File: config.mk
export PLATFORM = sky130hd
export DESIGN_NAME = fpe_ctrl
export DESIGN_NICKNAME = d
export VERILOG_FILES = /design/src/fpe_pkg.sv /design/src/fpe_sync.sv /design/src/fpe_ctrl.sv
export VERILOG_INCLUDE_DIRS = /design/src
export SDC_FILE = /design/constraint.sdc
export NUM_CORES = 1
export LEC_CHECK = 0
export ABC_AREA = 0
export ABC_CLOCK_PERIOD_IN_PS = 1100
export BUFFER_PORTS_ARGS = -buffer_cell sky130_fd_sc_hd__clkbuf_2
export CAP_MARGIN = 10
export CORE_MARGIN = 5
export CORE_UTILIZATION = 25
export CTS_CLUSTER_DIAMETER = 50
export DETAILED_ROUTE_END_ITERATION = 10
export GPL_TIMING_DRIVEN = 0
export PLACE_DENSITY = 0.47
export SYNTH_ARGS = -nofsm -noshare
export SYNTH_HDL_FRONTEND = slang
export SYNTH_SLANG_ARGS = --single-unit
export TNS_END_PERCENT = 30
File: constraint.sdc
create_clock -name sys_clk_i -period 1.1 [get_ports sys_clk_i]
set_input_delay 0.11 -clock sys_clk_i [delete_from_list [all_inputs] [get_ports sys_clk_i]]
set_output_delay 0.11 -clock sys_clk_i [all_outputs]
set_load 0.01 [all_outputs]
File: src/fpe_defines.svh
// constants for the flash program/erase control block
`ifndef FPE_DEFINES_SVH
`define FPE_DEFINES_SVH
// ----------------------------------------
// register offsets (register port)
// ----------------------------------------
`define FPE_CTL_OFS   4'h0
`define FPE_TST_OFS   4'h1
`define FPE_STAT_OFS  4'h2
`define FPE_RDAT_OFS  4'h3
`define FPE_RADR_OFS  4'h4
// ----------------------------------------
// control field positions
// ----------------------------------------
`define FPE_HVE_BIT   0
`define FPE_LAT_BIT   1
`define FPE_ERS_BIT   2
`define FPE_BTP_BIT   4
// ----------------------------------------
// reset values
// ----------------------------------------
`define FPE_CTL_RST   8'h10
`define FPE_TST_RST   8'h00
`endif

File: src/fpe_pkg.sv
// types for the flash program/erase control block
package fpe_pkg;
  // control register image
  typedef struct packed {
    logic boot_protect;
    logic erase_select;
    logic latch_enable;
    logic high_voltage_enable;
  } fpe_ctl_t;
  // array access from the cpu side
  typedef struct packed {
    logic        wr;
    logic        rd;
    logic [14:0] addr;
    logic [15:0] data;
  } fpe_arr_req_t;
  // sequencer states
  typedef enum logic [1:0] {
    FPE_IDLE   = 2'b00,
    FPE_ARMED  = 2'b01,
    FPE_LOADED = 2'b10,
    FPE_HV     = 2'b11
  } fpe_state_t;
endpackage : fpe_pkg

File: src/fpe_sync.sv
// two-flop synchroniser for asynchronous level inputs
`timescale 1ns/1ps
module fpe_sync #(
  parameter int W = 1
) (
  // clock and reset
  input  wire logic         sys_clk_i,
  input  wire logic         nrst_i,
  // level in and out
  input  wire logic [W-1:0] d_i,
  output logic      [W-1:0] q_o
);
  logic [W-1:0] meta;
  // first stage feeds only the second
  always_ff @(posedge sys_clk_i) begin
    if (!nrst_i) begin
      meta <= '0;
      q_o  <= '0;
    end else begin
      meta <= d_i;
      q_o  <= meta;
    end
  end
endmodule : fpe_sync

File: src/fpe_ctrl.sv
// flash program/erase control: interlocks, latches, test register
// Contract
// RQ1 - program mode: first array write latches address/data
// RQ2 - boot protect discards boot block program writes
// RQ3 - erase mode: any array write arms erase
// RQ4 - software times each program pulse
// RQ5 - software applies equal margin pulses
// RQ6 - software times each erase pulse
// RQ7 - software applies equal erase margin pulses
// RQ8 - software clears latch enable per location
// RQ9 - high voltage refused until latches loaded
// RQ10 - latches load only while latch enable set
// RQ11 - latch and high voltage on separate writes
// RQ12 - high voltage freezes mode and latch bits
// RQ13 - stop or wait aborts program/erase now
// RQ14 - software avoids stop/wait while programming
// RQ15 - test bits writable only in special mode
// RQ16 - special mode alone changes no behaviour
// RQ17 - array read result follows control bits
// RQ18 - loaded latches ignore further array writes
// RQ19 - high voltage without latch does nothing
// RQ20 - switch output follows high voltage bit
//
// Design decisions made here: the register addresses and the plain strobed port.
`timescale 1ns/1ps
`include "fpe_defines.svh"
module fpe_ctrl #(
  parameter int          AW         = 15,
  parameter int          DW         = 16,
  parameter logic [14:0] BOOT_BASE  = 15'h7800
) (
  // clock and reset
  input  wire logic          sys_clk_i,
  input  wire logic          nrst_i,
  // register port
  input  wire logic [3:0]    reg_addr_i,
  input  wire logic [7:0]    reg_wdata_i,
  input  wire logic          reg_wr_i,
  input  wire logic          reg_rd_i,
  output logic      [7:0]    reg_rdata_o,
  // array access port
  input  wire logic          arr_wr_i,
  input  wire logic          arr_rd_i,
  input  wire logic [AW-1:0] arr_addr_i,
  input  wire logic [DW-1:0] arr_wdata_i,
  input  wire logic [DW-1:0] arr_q_i,
  output logic      [DW-1:0] arr_rdata_o,
  output logic               arr_rvalid_o,
  output logic      [AW-1:0] arr_rd_addr_o,
  // array programming side
  output logic      [AW-1:0] prog_addr_o,
  output logic      [DW-1:0] prog_data_o,
  output logic               prog_erase_o,
  output logic               prog_boot_en_o,
  output logic               hv_switch_o,
  // mode lines from pins
  input  wire logic          special_mode_line_i,
  input  wire logic          stop_wait_i
);
  // ----------------------------------------
  // synchronised mode lines
  // ----------------------------------------
  logic special_mode_line_s;
  logic stop_s;
  fpe_sync #(.W(2)) u_sync (
    .sys_clk_i (sys_clk_i),
    .nrst_i    (nrst_i),
    .d_i       ({special_mode_line_i, stop_wait_i}),
    .q_o       ({special_mode_line_s, stop_s})
  );

  // ----------------------------------------
  // state
  // ----------------------------------------
  fpe_pkg::fpe_ctl_t   ctl;
  fpe_pkg::fpe_state_t state;
  fpe_pkg::fpe_state_t next_state;
  logic                loaded;
  logic                boot_drop;
  logic [7:0]          tst;
  logic [AW-1:0]       lat_addr;
  logic [DW-1:0]       lat_data;
  // reset image of the control register, split into fields below
  localparam logic [7:0] CTL_RST = `FPE_CTL_RST;

  // ----------------------------------------
  // decode
  // ----------------------------------------
  wire ctl_wr  = reg_wr_i && (reg_addr_i == `FPE_CTL_OFS);
  wire tst_wr  = reg_wr_i && (reg_addr_i == `FPE_TST_OFS);
  wire in_boot = (arr_addr_i >= BOOT_BASE);
  wire w_hve   = reg_wdata_i[`FPE_HVE_BIT];
  wire w_lat   = reg_wdata_i[`FPE_LAT_BIT];
  wire w_ers   = reg_wdata_i[`FPE_ERS_BIT];
  wire w_btp   = reg_wdata_i[`FPE_BTP_BIT];
  // first array write while latches open and empty
  wire lat_take = arr_wr_i && ctl.latch_enable && !loaded
                  && !ctl.high_voltage_enable;                   // RQ10 RQ18
  // boot protect discards program writes into the boot block
  wire lat_drop = lat_take && !ctl.erase_select && ctl.boot_protect && in_boot; // RQ2
  // high voltage only with latch already set and latches loaded
  wire hve_ok  = ctl_wr && w_hve && ctl.latch_enable && w_lat && loaded
                 && !stop_s;                                     // RQ9 RQ11 RQ19
  wire hve_set = ctl.high_voltage_enable;
  // mode bits frozen while high voltage is on
  wire mode_wr = ctl_wr && !hve_set;                             // RQ12
  wire lat_clr = mode_wr && !w_lat;

  // ----------------------------------------
  // control register
  // ----------------------------------------
  always_ff @(posedge sys_clk_i) begin
    if (!nrst_i) begin
      // field by field so the byte layout and the struct layout stay independent
      ctl.boot_protect        <= CTL_RST[`FPE_BTP_BIT];
      ctl.erase_select        <= CTL_RST[`FPE_ERS_BIT];
      ctl.latch_enable        <= CTL_RST[`FPE_LAT_BIT];
      ctl.high_voltage_enable <= CTL_RST[`FPE_HVE_BIT];
    end else begin
      if (mode_wr) begin
        ctl.erase_select <= w_ers;                               // RQ12
        ctl.latch_enable <= w_lat;                               // RQ11
        ctl.boot_protect <= w_btp;
      end
      if (stop_s) begin
        ctl.high_voltage_enable <= 1'b0;                         // RQ13
      end else if (ctl_wr) begin
        ctl.high_voltage_enable <= hve_ok;                       // RQ9 RQ19
      end
    end
  end

  // ----------------------------------------
  // latch-loaded flag and programming latches
  // ----------------------------------------
  always_ff @(posedge sys_clk_i) begin
    if (!nrst_i) begin
      loaded    <= 1'b0;
      boot_drop <= 1'b0;
      lat_addr  <= '0;
      lat_data  <= '0;
    end else begin
      if (lat_take) begin
        loaded    <= 1'b1;                                       // RQ1 RQ3
        boot_drop <= lat_drop;                                   // RQ2
        lat_addr  <= arr_addr_i;                                 // RQ1
        lat_data  <= arr_wdata_i;                                // RQ1
      end else if (lat_clr) begin
        loaded    <= 1'b0;                                       // RQ8
        boot_drop <= 1'b0;
      end
    end
  end

  // ----------------------------------------
  // sequencer state, shown in status
  // ----------------------------------------
  always_comb begin
    next_state = state;
    case (state)
      fpe_pkg::FPE_IDLE:   if (ctl.latch_enable) next_state = fpe_pkg::FPE_ARMED;
      fpe_pkg::FPE_ARMED:  if (loaded) next_state = fpe_pkg::FPE_LOADED;
                           else if (!ctl.latch_enable) next_state = fpe_pkg::FPE_IDLE;
      fpe_pkg::FPE_LOADED: if (hve_set) next_state = fpe_pkg::FPE_HV;
                           else if (!loaded) next_state = fpe_pkg::FPE_IDLE;
      fpe_pkg::FPE_HV:     if (!hve_set) next_state = fpe_pkg::FPE_LOADED;
      default:             next_state = fpe_pkg::FPE_IDLE;
    endcase
  end
  always_ff @(posedge sys_clk_i) begin
    if (!nrst_i) state <= fpe_pkg::FPE_IDLE;
    else         state <= next_state;
  end

  // ----------------------------------------
  // test register
  // ----------------------------------------
  // cleared whenever special mode drops so test cannot linger
  always_ff @(posedge sys_clk_i) begin
    if (!nrst_i)       tst <= `FPE_TST_RST;
    else if (!special_mode_line_s)  tst <= `FPE_TST_RST;                      // RQ15
    else if (tst_wr)   tst <= reg_wdata_i;                       // RQ15
  end

  // ----------------------------------------
  // register read mux
  // ----------------------------------------
  // special mode alone alters nothing here; tst bits and status bit 3 show it
  wire [7:0] ctl_rd = {3'h0, ctl.boot_protect, 1'b0, ctl.erase_select,
                       ctl.latch_enable, ctl.high_voltage_enable}; // RQ16
  wire [7:0] st_rd  = {3'h0, boot_drop, special_mode_line_s, loaded, state};
  logic [7:0] next_rdata;
  always_comb begin
    case (reg_addr_i)
      `FPE_CTL_OFS:  next_rdata = ctl_rd;
      `FPE_TST_OFS:  next_rdata = tst;
      `FPE_STAT_OFS: next_rdata = st_rd;
      `FPE_RDAT_OFS: next_rdata = lat_data[7:0];
      `FPE_RADR_OFS: next_rdata = lat_addr[7:0];
      default:       next_rdata = 8'h00;
    endcase
  end
  always_ff @(posedge sys_clk_i) begin
    if (!nrst_i)       reg_rdata_o <= 8'h00;
    else if (reg_rd_i) reg_rdata_o <= next_rdata;
    else               reg_rdata_o <= 8'h00;
  end

  // ----------------------------------------
  // array reads
  // ----------------------------------------
  // the address to the array is registered; arr_q_i answers that address
  wire show_lat  = ctl.latch_enable && !ctl.erase_select;        // RQ17
  wire rd_ok     = arr_rd_i && !hve_set;                         // RQ17
  logic rd_pend;
  always_ff @(posedge sys_clk_i) begin
    if (!nrst_i) begin
      arr_rd_addr_o <= '0;
      rd_pend       <= 1'b0;
      arr_rvalid_o  <= 1'b0;
      arr_rdata_o   <= '0;
    end else begin
      rd_pend       <= rd_ok;
      arr_rd_addr_o <= show_lat ? lat_addr : arr_addr_i;         // RQ17
      arr_rvalid_o  <= rd_pend && !hve_set;
      arr_rdata_o   <= (rd_pend && !hve_set) ? arr_q_i : '0;
    end
  end

  // ----------------------------------------
  // programming outputs
  // ----------------------------------------
  // a dropped boot write keeps the switch off so nothing is programmed
  wire next_hv = hve_set && !stop_s && !boot_drop
                 && !(ctl_wr && !hve_ok);                        // RQ2 RQ13 RQ20
  always_ff @(posedge sys_clk_i) begin
    if (!nrst_i) begin
      hv_switch_o    <= 1'b0;
      prog_addr_o    <= '0;
      prog_data_o    <= '0;
      prog_erase_o   <= 1'b0;
      prog_boot_en_o <= 1'b0;
    end else begin
      hv_switch_o    <= next_hv;                                 // RQ20
      prog_addr_o    <= lat_addr;
      prog_data_o    <= lat_data;
      prog_erase_o   <= ctl.erase_select;                        // RQ3
      prog_boot_en_o <= !ctl.boot_protect;                       // RQ3
    end
  end
endmodule : fpe_ctrl

After elaboration in Yosys (flattened, before gate mapping)
Cells that the tools add are included.
- order comparisons: 1
- eq/ne operators: 11
- mux-type cells: 12
- bitwise logic cells: 1
- reductions and logical operators: 39
- operators by type and width (cell ; count):
    $pmux 8 s5 ; 1
    $logic_and 1x1->1 ; 22
    $ge 15x15->1 const B ; 1
    $mux 15 ; 1
    $mux 2 ; 6
    $logic_not 1->1 ; 9
    $eq 4x2->1 const B ; 2
    $pmux 2 s4 ; 1
    $ne 3x3->1 const B ; 2
    $reduce_and 2->1 ; 3
    $eq 2x2->1 const B ; 2
    $eq 4x1->1 const B ; 1
    $eq 4x3->1 const B ; 1
    $logic_not 4->1 ; 1
    $ne 2x2->1 const B ; 2
    $reduce_and 4->1 ; 1
    $mux 1 ; 3
    $eq 2x1->1 const B ; 1
    $logic_not 2->1 ; 1
    $reduce_bool 2->1 ; 1
    $reduce_or 2->1 ; 1
    $not 1->1 ; 1
- bits in registers: 126
- input bits: 67
- output and inout bits: 74
- word-level logic and storage cells: 86

Longest topological paths before layout
Gate-level depths: netlist of run 1.
- word-level depth: 11
- depth in mapped cells: 5
- mapped depth without buffers: 3

Modules after synthesis
From an unflattened synthesis of run 1, not the netlist that was laid out.
- cells, all modules: 466
- area, all modules: 4456.8 um^2
- modules (own cells, without submodules) (module ; times used ; cells an instance ; area each (um^2) ; sequential area each (um^2)):
    fpe_ctrl ; 1 ; 458 ; 4351.7 ; 2442.3
    fpe_sync ; 1 ; 8 ; 105.1 ; 80.1

Worst setup path after synthesis of run 1
OpenSTA, ideal clock, no wires.
- kind: register -> register
- start: register ctl (netlist bit hve_set)
- end: register reg_rdata_o[0]
- setup time: 0.075 ns
- arrival time: 1.069 ns
- data required time: 1.025 ns
- path slack: -0.044 ns
- cell stages (with the launch flop): 5
- buffers on the path: 1
- clock period less this slack: 1.144 ns
- cell sequence: dfxtp_1 -> buf_2 -> mux2i_1 -> or4_1 -> a21oi_1
- word-level cells in the longest chain between the ends: 1
- RTL lines (element ; line ; RTL):
    start, declared ; fpe_ctrl.sv:75 ; fpe_pkg::fpe_ctl_t ctl;
    $pmux 8 s5 ; fpe_ctrl.sv:194 ; case (reg_addr_i)
    end signal, assigned ; fpe_ctrl.sv:205 ; else if (reg_rd_i) reg_rdata_o <= next_rdata;
    end, declared ; fpe_ctrl.sv:40 ; output logic [7:0] reg_rdata_o,
No other way between the ends.
A chain may end at the register's enable or synchronous reset.

Worst setup path after layout of run 1
Same ends and word-level chain as after synthesis.

==> results.tsv, run 1 <==
stage	metric	value	unit
sta	fin_skew	0.0112	ns
worst_setup_path	start_kind	register	
sta	finalHoldViolCount	0	
logic_synthesis	synth_seq_area_share	56.8	%
sta	fin_tns_setup	-1.92	ns
clock_network	clkSinkCount	126	
worst_setup_path	cp_data_required_time	1.44	ns
logic_synthesis	yosys_warnings	0	
logic_synthesis	synth_nets	535	
worst_setup_path	cpPeakStageDelay	0.43	ns
clock_network	worstSkewPairLatency	0.42	ns
grt	grt_use_total	13.3	%
clock_network	cts_buffers	17	
run_status	violations	setup timing	
drt	remaining_drc_errors	0	
drt	drt_wl_total	13400	µm
clock_network	htreeDepth	4	
grt	grt_pass1_vias	3970	
drt	routed-via-count	3900	
logic_synthesis	synth_ff_type	dfxtp_1	
clock_network	cts_tree	yes	
worst_setup_path	crit_family	simple AND/OR/NAND/NOR gates	
logic_synthesis	synth-edff-count	0	
sta	setup_viol	37	
logic_synthesis	synth_area_per_cell	9.48	µm²
worst_setup_path	arrival	1.56	ns
logic_synthesis	async_reset_ff_share	0	%
logic_synthesis	synth.top_cell.area_share	56.8	%
sta	fin_crit_sh	111	%
sta	period_needed	1.22	ns
clock_network	cts-root-buf	clkbuf_16	
logic_synthesis	synth_area_leaders	dfxtp_1 57%, nand2_1 8.5%, and2_1 7.3%, a21oi_1 6.7%, nand3_1 2.0%	
run_status	status	complete, but fails checks	
sta	maxClockFrequency	816	MHz
placement	place_congestion	0.830	
clock_network	clockBufferDepth	2	
job	drv_cap	0	
placement	portBuffers	137	
grt	grt-ovfl-total	0	
placement	place_ws	-0.425	ns
floorplanning	io_pins	141	
logic_synthesis	synth-seq-cells	126	
sta	rsz0062_at_grt	true	
layout	layout.nets	751	
sta	drv_slew	0	
drt	drt_iter0_markers	212	
logic_synthesis	ys_types	44	
sta	maxSlewHeadroom	59.3	%
layout	fin_cells	921	
worst_setup_path	end_kind	register	
placement	post-dp-hpwl	9870	µm
worst_setup_path	slowest_stage	or4_1	
pwr	power_density	1560	mW/mm²
floorplanning	core_area	0.0174	mm²
layout	final_cell_mix	137 x clkbuf_2, 122 x dfxtp_1, 99 x nand2_1	
floorplanning	num_rows	48	
drt	viasPerCell	4.23	
sta	fin_ws	-0.125	ns
logic_synthesis	syn_inst	468	
clock_network	cts.clk_slew.worst_paths	0.05	ns
drt	drtAntennaViolNets	0	
grt	antenna_found_initial	0	
sta	worst_pin_slew	0.610	ns
worst_hold_path	hold_path_class	in2reg	
worst_setup_path	critPathMaxFanout	6	
floorplanning	die_area	0.0205	mm²
floorplanning	initial_core_util	25.6	%
layout	n_fill_cell	1769	
logic_synthesis	syn_area	0.00444	mm²
layout	antenna_cells	0	
layout	drive_gt1_share	33.8	%
grt	grt_pass1_wl	20800	µm
layout	layout_commonest_cell	clkbuf_2	
floorplanning	fp.dieW	143	µm
worst_setup_path	critical_path_class	reg2reg	
grt	grt_max_degree	17	
floorplanning	die_h	143	µm
sta	holdWs	0.0354	ns
pwr	ir_drop	1.08	mV
layout	final_util	38.8	%
pwr	leakagePower	2.81	nW
logic_synthesis	synth_top_area_cell	dfxtp_1	
drt	first_pass_iters	4	
layout	area_growth	51.9	%
worst_setup_path	worstPathCellList	buf_6, mux2i_1, or4_1, a21oi_2	
placement	dp.cells	830	
worst_setup_path	path_buf_inv	1	
drt	post_drt_wl_per_cell	14.5	µm
[kinds of logic (layout without fill, tap and decap cells)]
logic type | after synthesis | after routing | synth area share (%)
buf+inv | 34 | 262 | 4.03
mux | 9 | 9 | 2.17
flops | 126 | 126 | 56.8
compound gates | 90 | 90 | 10.9
simple gates | 209 | 209 | 26.0
[through the flow]
stage	total power, mW	cell area, µm²
4_1_cts	10.7	6660
3_3_place_gp	5.27	5420
5_1_grt	10.9	6740
2_1_floorplan	5.01	4450
6_report	10.5	6740
3_5_place_dp	5.27	5420
[path summary, 6_finish.rpt]
| path | start | to | slack [ns] | cells after the start |
|---|---|---|---|---|
| worst max register to register | hve_set | reg_rdata_o[0] | -0.12 | 4 |
| worst max-delay path | hve_set | reg_rdata_o[0] | -0.12 | 4 |
| worst min register to register | u_sync.meta[0] | u_sync.q_o[0] | 0.44 | 1 |
| worst min-delay path | reg_wdata_i[1] | tst[1] | 0.04 | 3 |
[registers in the layout (all words and copies together), names as in the netlist]
name	count
boot_drop	1
u_sync.q_o	2
prog_addr_o	15
tst	8
rd_pend	1
arr_rdata_o	16
arr_rvalid_o	1
reg_rdata_o	8
ctl	3
state	2
lat_addr	15
hv_switch_o	1
prog_data_o	16
u_sync.meta	2
hve_set	1
loaded	1
arr_rd_addr_o	15
lat_data	16
prog_erase_o	1
prog_boot_en_o	1
[worst reg2reg max path: stages, from the launching register on]
cell     delay (ns)
dfxtp_2        0.34
buf_6          0.13
mux2i_1        0.07
or4_1          0.43
a21oi_2        0.17
[area by class of cell]
class	instances	area [µm²]	area share, %
plain buffers	30	219	3.25
clock buffers	21	460	6.83
flip-flops and latches	126	2530	37.6
repair buffers	199	1290	19.2
well taps	225	282	4.18
clock inverters	10	90.1	1.34
multi-input cells	308	1860	27.5
inverters	2	7.51	0.111
[cells in the mapped netlist, types with 2 or more instances]
| library cell | number |
|---|---|
| nor2_1 | 3 |
| nor4b_2 | 2 |
| nand3_1 | 18 |
| nand2_1 | 100 |
| buf_2 | 17 |
| nand2b_1 | 2 |
| buf_6 | 4 |
| clkbuf_1 | 11 |
| o21ai_0 | 6 |
| dfxtp_1 | 126 |
| mux2i_1 | 4 |
| a2bb2oi_1 | 3 |
| and3b_1 | 8 |
| o21ai_1 | 12 |
| a21oi_1 | 59 |
| mux2_2 | 5 |
| and2_1 | 52 |
| nor3_1 | 3 |
| a21boi_1 | 8 |
[power by group]
group | switching [mW] | internal (mW)
Clock | 1.98 | 3.20
Sequential | 0.0253 | 4.63
Combinational | 0.337 | 0.364
[metal layers]
layer	vias to the layer above	global-route usage (%)	routed length (µm)
met1	1792	16.4	5850
li1	1997	-	-
met4	0	5.65	257
met2	94	21.9	6540
met3	17	3.72	735
met5	-	0	0
[repair_timing]
item / 4_1_cts / 5_1_grt
gates cloned: 0 / 0
gates resized for setup: 27 / 22
buffers inserted: 5 / 0
pin swaps: 8 / 1
endpoints found under the setup margin: 67 / 52
hold buffers: 57 / 0
endpoints found under the hold margin: 74 / 0
No activity file was read; power rests on OpenSTA's default activity.
==> run 2, diff against run 1 <==
==> constraint.sdc (replaced) <==
create_clock -name sys_clk_i -period 1.1 [get_ports sys_clk_i]
set_input_delay 0.055 -clock sys_clk_i [delete_from_list [all_inputs] [get_ports sys_clk_i]]
set_output_delay 0.055 -clock sys_clk_i [all_outputs]
set_load 0.01 [all_outputs]
==> run 2 against run 1 <==
The run still ends with setup timing left. Wire length grew 0.11%. Cell area up 0.15%. Sequential cell count unchanged. Power grew 0.13%. Setup slack improved by 0.0087 ns. Clock-buffer cell count did not move. Register-to-register slack hardly changed. Global-route usage barely moved. Critical endpoint unchanged.
==> results.tsv, run 2 (synthesized netlist as in run 1, its figures left out) <==
stage	metric	value	unit	change
run_status	status	complete, but fails checks		unchanged
run_status	violations	setup timing		unchanged
floorplanning	die_area	0.0205	mm²	unchanged
clock_network	cts.clk_slew.worst_paths	0.06	ns	was 0.05 ns
worst_hold_path	hold_end	tst[7]		was tst[1]
sta	maxSlewHeadroom	58.9	%	was 59.3%
layout	layout.nets	752		was 751
placement	place_area	0.00542	mm²	unchanged
drt	viasPerCell	4.23		about the same
pwr	power.internal	8.19	mW	about the same
worst_hold_path	hold_path_class	in2reg		unchanged
sta	finalHoldViolCount	0		unchanged
pwr	ir_drop	1.09	mV	was 1.08 mV
worst_setup_path	slowest_stage	or4_1		unchanged
worst_setup_path	end_kind	register		unchanged
pwr	seq_power_share	44.2	%	about the same
grt	grt_max_degree	17		unchanged
clock_network	clockBufferDepth	2		unchanged
floorplanning	fp.dieW	143	µm	unchanged
grt	antenna_found_initial	0		unchanged
job	drv_cap	0		unchanged
drt	routed-via-count	3898		was 3,900
sta	drv_slew	0		unchanged
placement	place_ws	-0.425	ns	unchanged
placement	post-dp-hpwl	9870	µm	unchanged
layout	drive_gt1_share	33.7	%	was 33.8%
worst_setup_path	critical_path_class	reg2reg		unchanged
sta	rsz0062_at_grt	true		unchanged
drt	drtAntennaViolNets	0		unchanged
sta	fin_skew	0.0127	ns	was 0.0112 ns
drt	drt_iter0_markers	219		was 212
worst_setup_path	worst_r2r_endpoint	reg_rdata_o[0]		unchanged
sta	worst_pin_slew	0.616	ns	was 0.610 ns
pwr	p_comb_share	6.7	%	was 6.6%
clock_network	cts_tree	yes		unchanged
pwr	swShare	22.3	%	was 22.2%
sta	period_needed	1.22	ns	about the same
worst_setup_path	start_kind	register		unchanged
layout	final_cell_mix	137 x clkbuf_2, 122 x dfxtp_1, 99 x nand2_1		unchanged
worst_setup_path	reg2reg_setup_slack	-0.12	ns	about the same
placement	portBuffers	137		unchanged
worst_setup_path	worst_r2r_path_depth	4		unchanged
layout	n_fill_cell	1768		was 1,769
layout	area_growth	52.1	%	was 51.9%
layout	fin_cells	922		was 921
floorplanning	core_area	0.0174	mm²	unchanged
drt	first_pass_iters	4		unchanged
worst_setup_path	cpPeakStageDelay	0.43	ns	about the same
placement	place_congestion	0.830		unchanged
worst_setup_path	critPathMaxFanout	6		unchanged
worst_hold_path	hp-start	reg_addr_i[2]		was reg_wdata_i[1]
placement	dp.cells	830		unchanged
clock_network	worstSkewPairLatency	0.42	ns	about the same
pwr	power_frac_clock	49.2	%	was 49.1%
worst_setup_path	arrival	1.56	ns	about the same
drt	remaining_drc_errors	0		unchanged
floorplanning	die_h	143	µm	unchanged
grt	grt_pass1_wl	20900	µm	was 20,800 µm
sta	setup_viol	37		unchanged
layout	layout_commonest_cell	clkbuf_2		unchanged
floorplanning	io_pins	141		unchanged
layout	fin_area	0.00675	mm²	was 0.00674 mm²
worst_setup_path	r2r_start	hve_set		unchanged
clock_network	clkSinkCount	126		unchanged
clock_network	cts_buffers	17		unchanged
grt	grt_pass1_vias	3981		was 3,970
clock_network	htreeDepth	4		unchanged
pwr	p_switching	2.35	mW	was 2.34 mW
worst_setup_path	crit_family	simple AND/OR/NAND/NOR gates		unchanged
clock_network	cts-root-buf	clkbuf_16		unchanged
drt	post_drt_wl_per_cell	14.5	µm	about the same
sta	fin_ws	-0.116	ns	was -0.125 ns
sta	fin_crit_sh	111	%	about the same
pwr	leakagePower	2.82	nW	was 2.81 nW
drt	drt_wl_total	13400	µm	about the same
pwr	power_density	1560	mW/mm²	about the same
layout	largestRegisters	arr_rdata_o: 16 flops, lat_data: 16 flops, prog_data_o: 16 flops		unchanged
layout	antenna_cells	0		unchanged
pwr	p_total	10.5	mW	about the same
floorplanning	initial_core_util	25.6	%	unchanged
grt	grt_use_total	13.3	%	about the same
worst_hold_path	hold_depth	4		was 3
worst_setup_path	path_buf_inv	1		unchanged
sta	maxClockFrequency	822	MHz	was 816 MHz
floorplanning	num_rows	48		unchanged
worst_setup_path	worstPathCellList	buf_6, mux2i_1, or4_1, a21oi_2		unchanged
grt	grt-ovfl-total	0		unchanged
worst_setup_path	cp_data_required_time	1.44	ns	about the same
-- run 2: cell count changes in the layout (fill, tap and decap cells not counted) --
| cell | previous run | this run |
|---|---|---|
| dlygate4sd3_1 | 57 | 58 |
-- run 2: repair_timing --
| action | CTS | global route |
|---|---|---|
| hold buffers | 58 | 0 |
| gates resized for setup | 27 | 22 |
| pin swaps | 8 | 1 |
| endpoints found under the hold margin | 77 | 0 |
| setup buffers | 5 | 0 |
| setup endpoints to repair | 67 | 52 |
-- run 2: metal layers --
| layer | wire (µm) | track usage (%) |
|---|---|---|
| met3 | 745 | 3.72 |
| met5 | 0 | 0 |
| met2 | 6510 | 21.9 |
| met1 | 5910 | 16.4 |
| met4 | 221 | 5.65 |
-- run 2: area by class of cell --
| cell class | count | area (µm²) | area share (%) |
|---|---|---|---|
| Inverter | 2 | 7.51 | 0.111 |
| Timing Repair Buffer | 200 | 1300 | 19.3 |
| Clock inverter | 10 | 90.1 | 1.33 |
| Buffer | 30 | 219 | 3.24 |
| Sequential cell | 126 | 2530 | 37.5 |
| Multi-Input combinational cell | 308 | 1860 | 27.5 |
| Tap cell | 225 | 282 | 4.17 |
| Clock buffer | 21 | 460 | 6.82 |
-- run 2: worst max-delay path by stage --
stage / start / endpoint / slack, ns / depth (start not counted)
6_report: hve_set / reg_rdata_o[0] / -0.12 / 4
5_1_grt: loaded / lat_data[0] / -0.15 / 4
4_1_cts: loaded / lat_data[0] / -0.12 / 4
3_5_place_dp: ctl[1] / arr_rd_addr_o[14] / -0.42 / 4
3_3_place_gp: ctl[1] / arr_rd_addr_o[6] / -0.41 / 4
2_1_floorplan: ctl[1] / arr_rd_addr_o[10] / -0.04 / 4
-- run 2: worst register-to-register path, stage by stage (launching register included) --
cell,delay [ns]
dfxtp_2,0.34
buf_6,0.13
mux2i_1,0.07
or4_1,0.43
a21oi_2,0.17
-- run 2: power by group through the flow --
| stage | Clock, mW | Combinational [mW] | Sequential [mW] |
|---|---|---|---|
| floorplan | 0 | 0.228 | 4.78 |
| global placement | 0 | 0.512 | 4.75 |
| detailed placement | 0 | 0.517 | 4.76 |
| CTS | 5.31 | 0.697 | 4.66 |
| global route | 5.47 | 0.768 | 4.66 |
| finish | 5.18 | 0.703 | 4.66 |
-- run 2: per-stage QoR --
| stage | hold WS, ns | TNS, ns | util, % |
|---|---|---|---|
| global route | 0.0259 | -4.45 | 38.9 |
| CTS | 0.00405 | -3.41 | 38.4 |
| floorplan | 0.177 | -0.362 | - |
| global placement | 0.254 | -15.89 | 31.2 |
| finish | 0.0200 | -1.89 | 38.9 |
| detailed placement | 0.258 | -17.20 | 31.2 |
==> run 3, diff against run 2 <==
--- a/config.mk
+++ b/config.mk
@@ -10,6 +10,7 @@
 export ABC_CLOCK_PERIOD_IN_PS = 1100
 export BUFFER_PORTS_ARGS = -buffer_cell sky130_fd_sc_hd__clkbuf_2
 export CAP_MARGIN = 10
+export CORE_ASPECT_RATIO = 1.2
 export CORE_MARGIN = 5
 export CORE_UTILIZATION = 25
 export CTS_CLUSTER_DIAMETER = 50
==> run 3 against run 2 <==
The flow still finishes with violations (setup timing). Die area hardly changed. Clock-buffer cell count fell by 1. Sequential cell count is the same. Critical path depth unchanged. Global-route usage rose by 0.22 points. Core utilization is 0.22 points higher. First-iteration DRC count down 1.8%. Clock power up 8.5%. Clock skew decreased by 0.0052 ns.
==> results.tsv, run 3 (synthesized netlist as in run 1, its figures left out) <==
stage	metric	value	unit	change
grt	antenna_found_initial	1		was 0
worst_setup_path	arrival	1.53	ns	was 1.56 ns
clock_network	cts.clk_slew.worst_paths	0.06	ns	about the same
drt	met3WireLength	812	µm	was 745 µm
worst_setup_path	worst_r2r_endpoint	lat_data[13]		was reg_rdata_o[0]
drt	routed-wl-met2	6860	µm	was 6510 µm
sta	fin_tns_setup	-2.33	ns	was -1.89 ns
layout	final_cell_mix	137 x clkbuf_2, 122 x dfxtp_1, 94 x nand2_1		was 137 x clkbuf_2, 122 x dfxtp_1, 99 x nand2_1
pwr	leakagePower	2.86	nW	was 2.82 nW
clock_network	clkSinkCount	126		unchanged
worst_setup_path	r2r_start	hve_set		unchanged
layout	drive_gt1_share	34.2	%	was 33.7%
pwr	power_density	1600	mW/mm²	was 1560 mW/mm²
placement	place_congestion	0.819		was 0.830
floorplanning	core_area	0.0175	mm²	was 0.0174 mm²
sta	maxClockFrequency	833	MHz	was 822 MHz
layout	final_util	39.1	%	was 38.9%
worst_hold_path	hold_depth	4		unchanged
drt	first_pass_iters	4		unchanged
placement	portBuffers	137		unchanged
drt	routed-via-count	4035		was 3,898
placement	post-dp-hpwl	9930	µm	was 9870 µm
drt	remaining_drc_errors	0		unchanged
grt	grt_pass1_wl	22100	µm	was 20,900 µm
sta	fin_crit_sh	109	%	was 111%
sta	fin_ws	-0.101	ns	was -0.116 ns
run_status	status	complete, but fails checks		unchanged
worst_setup_path	worst_r2r_path_depth	4		unchanged
layout	layout_commonest_cell	clkbuf_2		unchanged
grt	grt_use_total	13.5	%	was 13.3%
floorplanning	die_h	156	µm	was 143 µm
sta	setup_viol	47		was 37
clock_network	htreeDepth	4		unchanged
sta	holdWs	0.0304	ns	was 0.0200 ns
sta	period_needed	1.20	ns	was 1.22 ns
grt	grt_pass1_vias	4092		was 3,981
pwr	ir_drop	1.00	mV	was 1.09 mV
worst_setup_path	critPathMaxFanout	10		was 6
drt	drt_wl_total	13800	µm	was 13,400 µm
layout	area_growth	54.3	%	was 52.1%
sta	worst_pin_slew	0.608	ns	was 0.616 ns
worst_setup_path	reg2reg_setup_slack	-0.10	ns	was -0.12 ns
grt	grt_max_degree	17		unchanged
worst_setup_path	end_kind	register		unchanged
clock_network	cts-root-buf	clkbuf_16		unchanged
drt	wl_met1	5810	µm	was 5910 µm
worst_setup_path	critical_path_class	reg2reg		unchanged
clock_network	clockBufferDepth	2		unchanged
sta	maxSlewHeadroom	59.5	%	was 58.9%
layout	layout.nets	758		was 752
floorplanning	num_rows	53		was 48
run_status	violations	setup timing		unchanged
floorplanning	fp.dieW	132	µm	was 143 µm
clock_network	worstSkewPairLatency	0.41	ns	was 0.42 ns
drt	viasPerCell	4.36		was 4.23
worst_hold_path	hold_end	tst[7]		unchanged
clock_network	cts_buffers	17		unchanged
drt	drtAntennaViolNets	0		unchanged
worst_setup_path	start_kind	register		unchanged
drt	maxUsedRoutingLayer	met4		unchanged
floorplanning	initial_core_util	25.4	%	was 25.6%
grt	grt-ovfl-total	0		unchanged
sta	drv_slew	0		unchanged
placement	place_ws	-0.434	ns	was -0.425 ns
layout	largestRegisters	arr_rdata_o: 16 flops, lat_data: 16 flops, prog_data_o: 16 flops		unchanged
sta	rsz0062_at_grt	true		unchanged
drt	post_drt_wl_per_cell	14.9	µm	was 14.5 µm
sta	finalHoldViolCount	0		unchanged
sta	fin_skew	0.00747	ns	was 0.0127 ns
floorplanning	die_area	0.0205	mm²	about the same
worst_hold_path	hp-start	reg_addr_i[2]		unchanged
worst_setup_path	cp_data_required_time	1.43	ns	was 1.44 ns
clock_network	cts_tree	yes		unchanged
drt	drt_iter0_markers	215		was 219
floorplanning	io_pins	141		unchanged
job	drv_cap	0		unchanged
worst_hold_path	hold_path_class	in2reg		unchanged
==> run 3: changes by cell type in the layout (fill, tap and decap cells not counted), moves of 5 or more <==
| cell | change |
|---|---|
| nand2_2 | +5 |
| a21oi_2 | -8 |
| nand2_1 | -5 |
| a21oi_1 | +8 |
==> run 3: worst max-delay path by stage <==
stage | slack, ns | start | cells past startpoint | to
3_3_place_gp | -0.41 | ctl[1] | 4 | arr_rd_addr_o[6]
6_report | -0.10 | hve_set | 4 | lat_data[13]
2_1_floorplan | -0.04 | ctl[1] | 4 | arr_rd_addr_o[10]
5_1_grt | -0.14 | hve_set | 4 | reg_rdata_o[0]
4_1_cts | -0.1 | hve_set | 4 | lat_data[5]
3_5_place_dp | -0.43 | ctl[1] | 4 | arr_rd_addr_o[14]
==> run 3: report_power, final <==
group          internal, mW  total [mW]  leakage, nW  switching [mW]
clock network          3.52        5.62        0.281            2.10
logic                 0.370       0.711         1.56           0.341
registers              4.63        4.65         1.02          0.0234
==> run 3: per-layer routing <==
| metal | up-vias | track usage [%] |
|---|---|---|
| li1 | 2023 | - |
| met1 | 1885 | 16.2 |
| met2 | 110 | 22.5 |
| met3 | 17 | 4.35 |
| met4 | 0 | 5.63 |
| met5 | - | 0 |
==> run 3: final cells by class <==
class / instances / area [µm²]
diodes: 1 / 2.50
plain buffers: 30 / 219
clock buffers: 20 / 467
clock inverters: 12 / 134
fillers: 1806 / 10700
inverters: 2 / 7.51
multi-input cells: 308 / 1840
flip-flops and latches: 126 / 2530
well taps: 220 / 275
repair buffers: 206 / 1370
==> run 3: worst max-delay path: stages (launching register included) <==
cell and delay, ns:
dfxtp_2 0.33, and4bb_4 0.42, buf_6 0.16, nand2_1 0.06, a21oi_1 0.14
==> run 3: what timing repair did <==
item,in CTS,in global routing
setup endpoints to repair,69,58
hold endpoints to repair,78,0
gates cloned,1,0
gates resized for setup,33,14
hold buffers,60,0
pin swaps,9,1
buffers inserted,8,0
==> run 3: stage by stage <==
step	power (mW)	cells	cell area [µm²]
6_report	11.0	925	6850
3_3_place_gp	5.26	825	5410
5_1_grt	11.4	925	6850
4_1_cts	11.1	924	6800
3_5_place_dp	5.28	825	5410
2_1_floorplan	5.01	468	4450
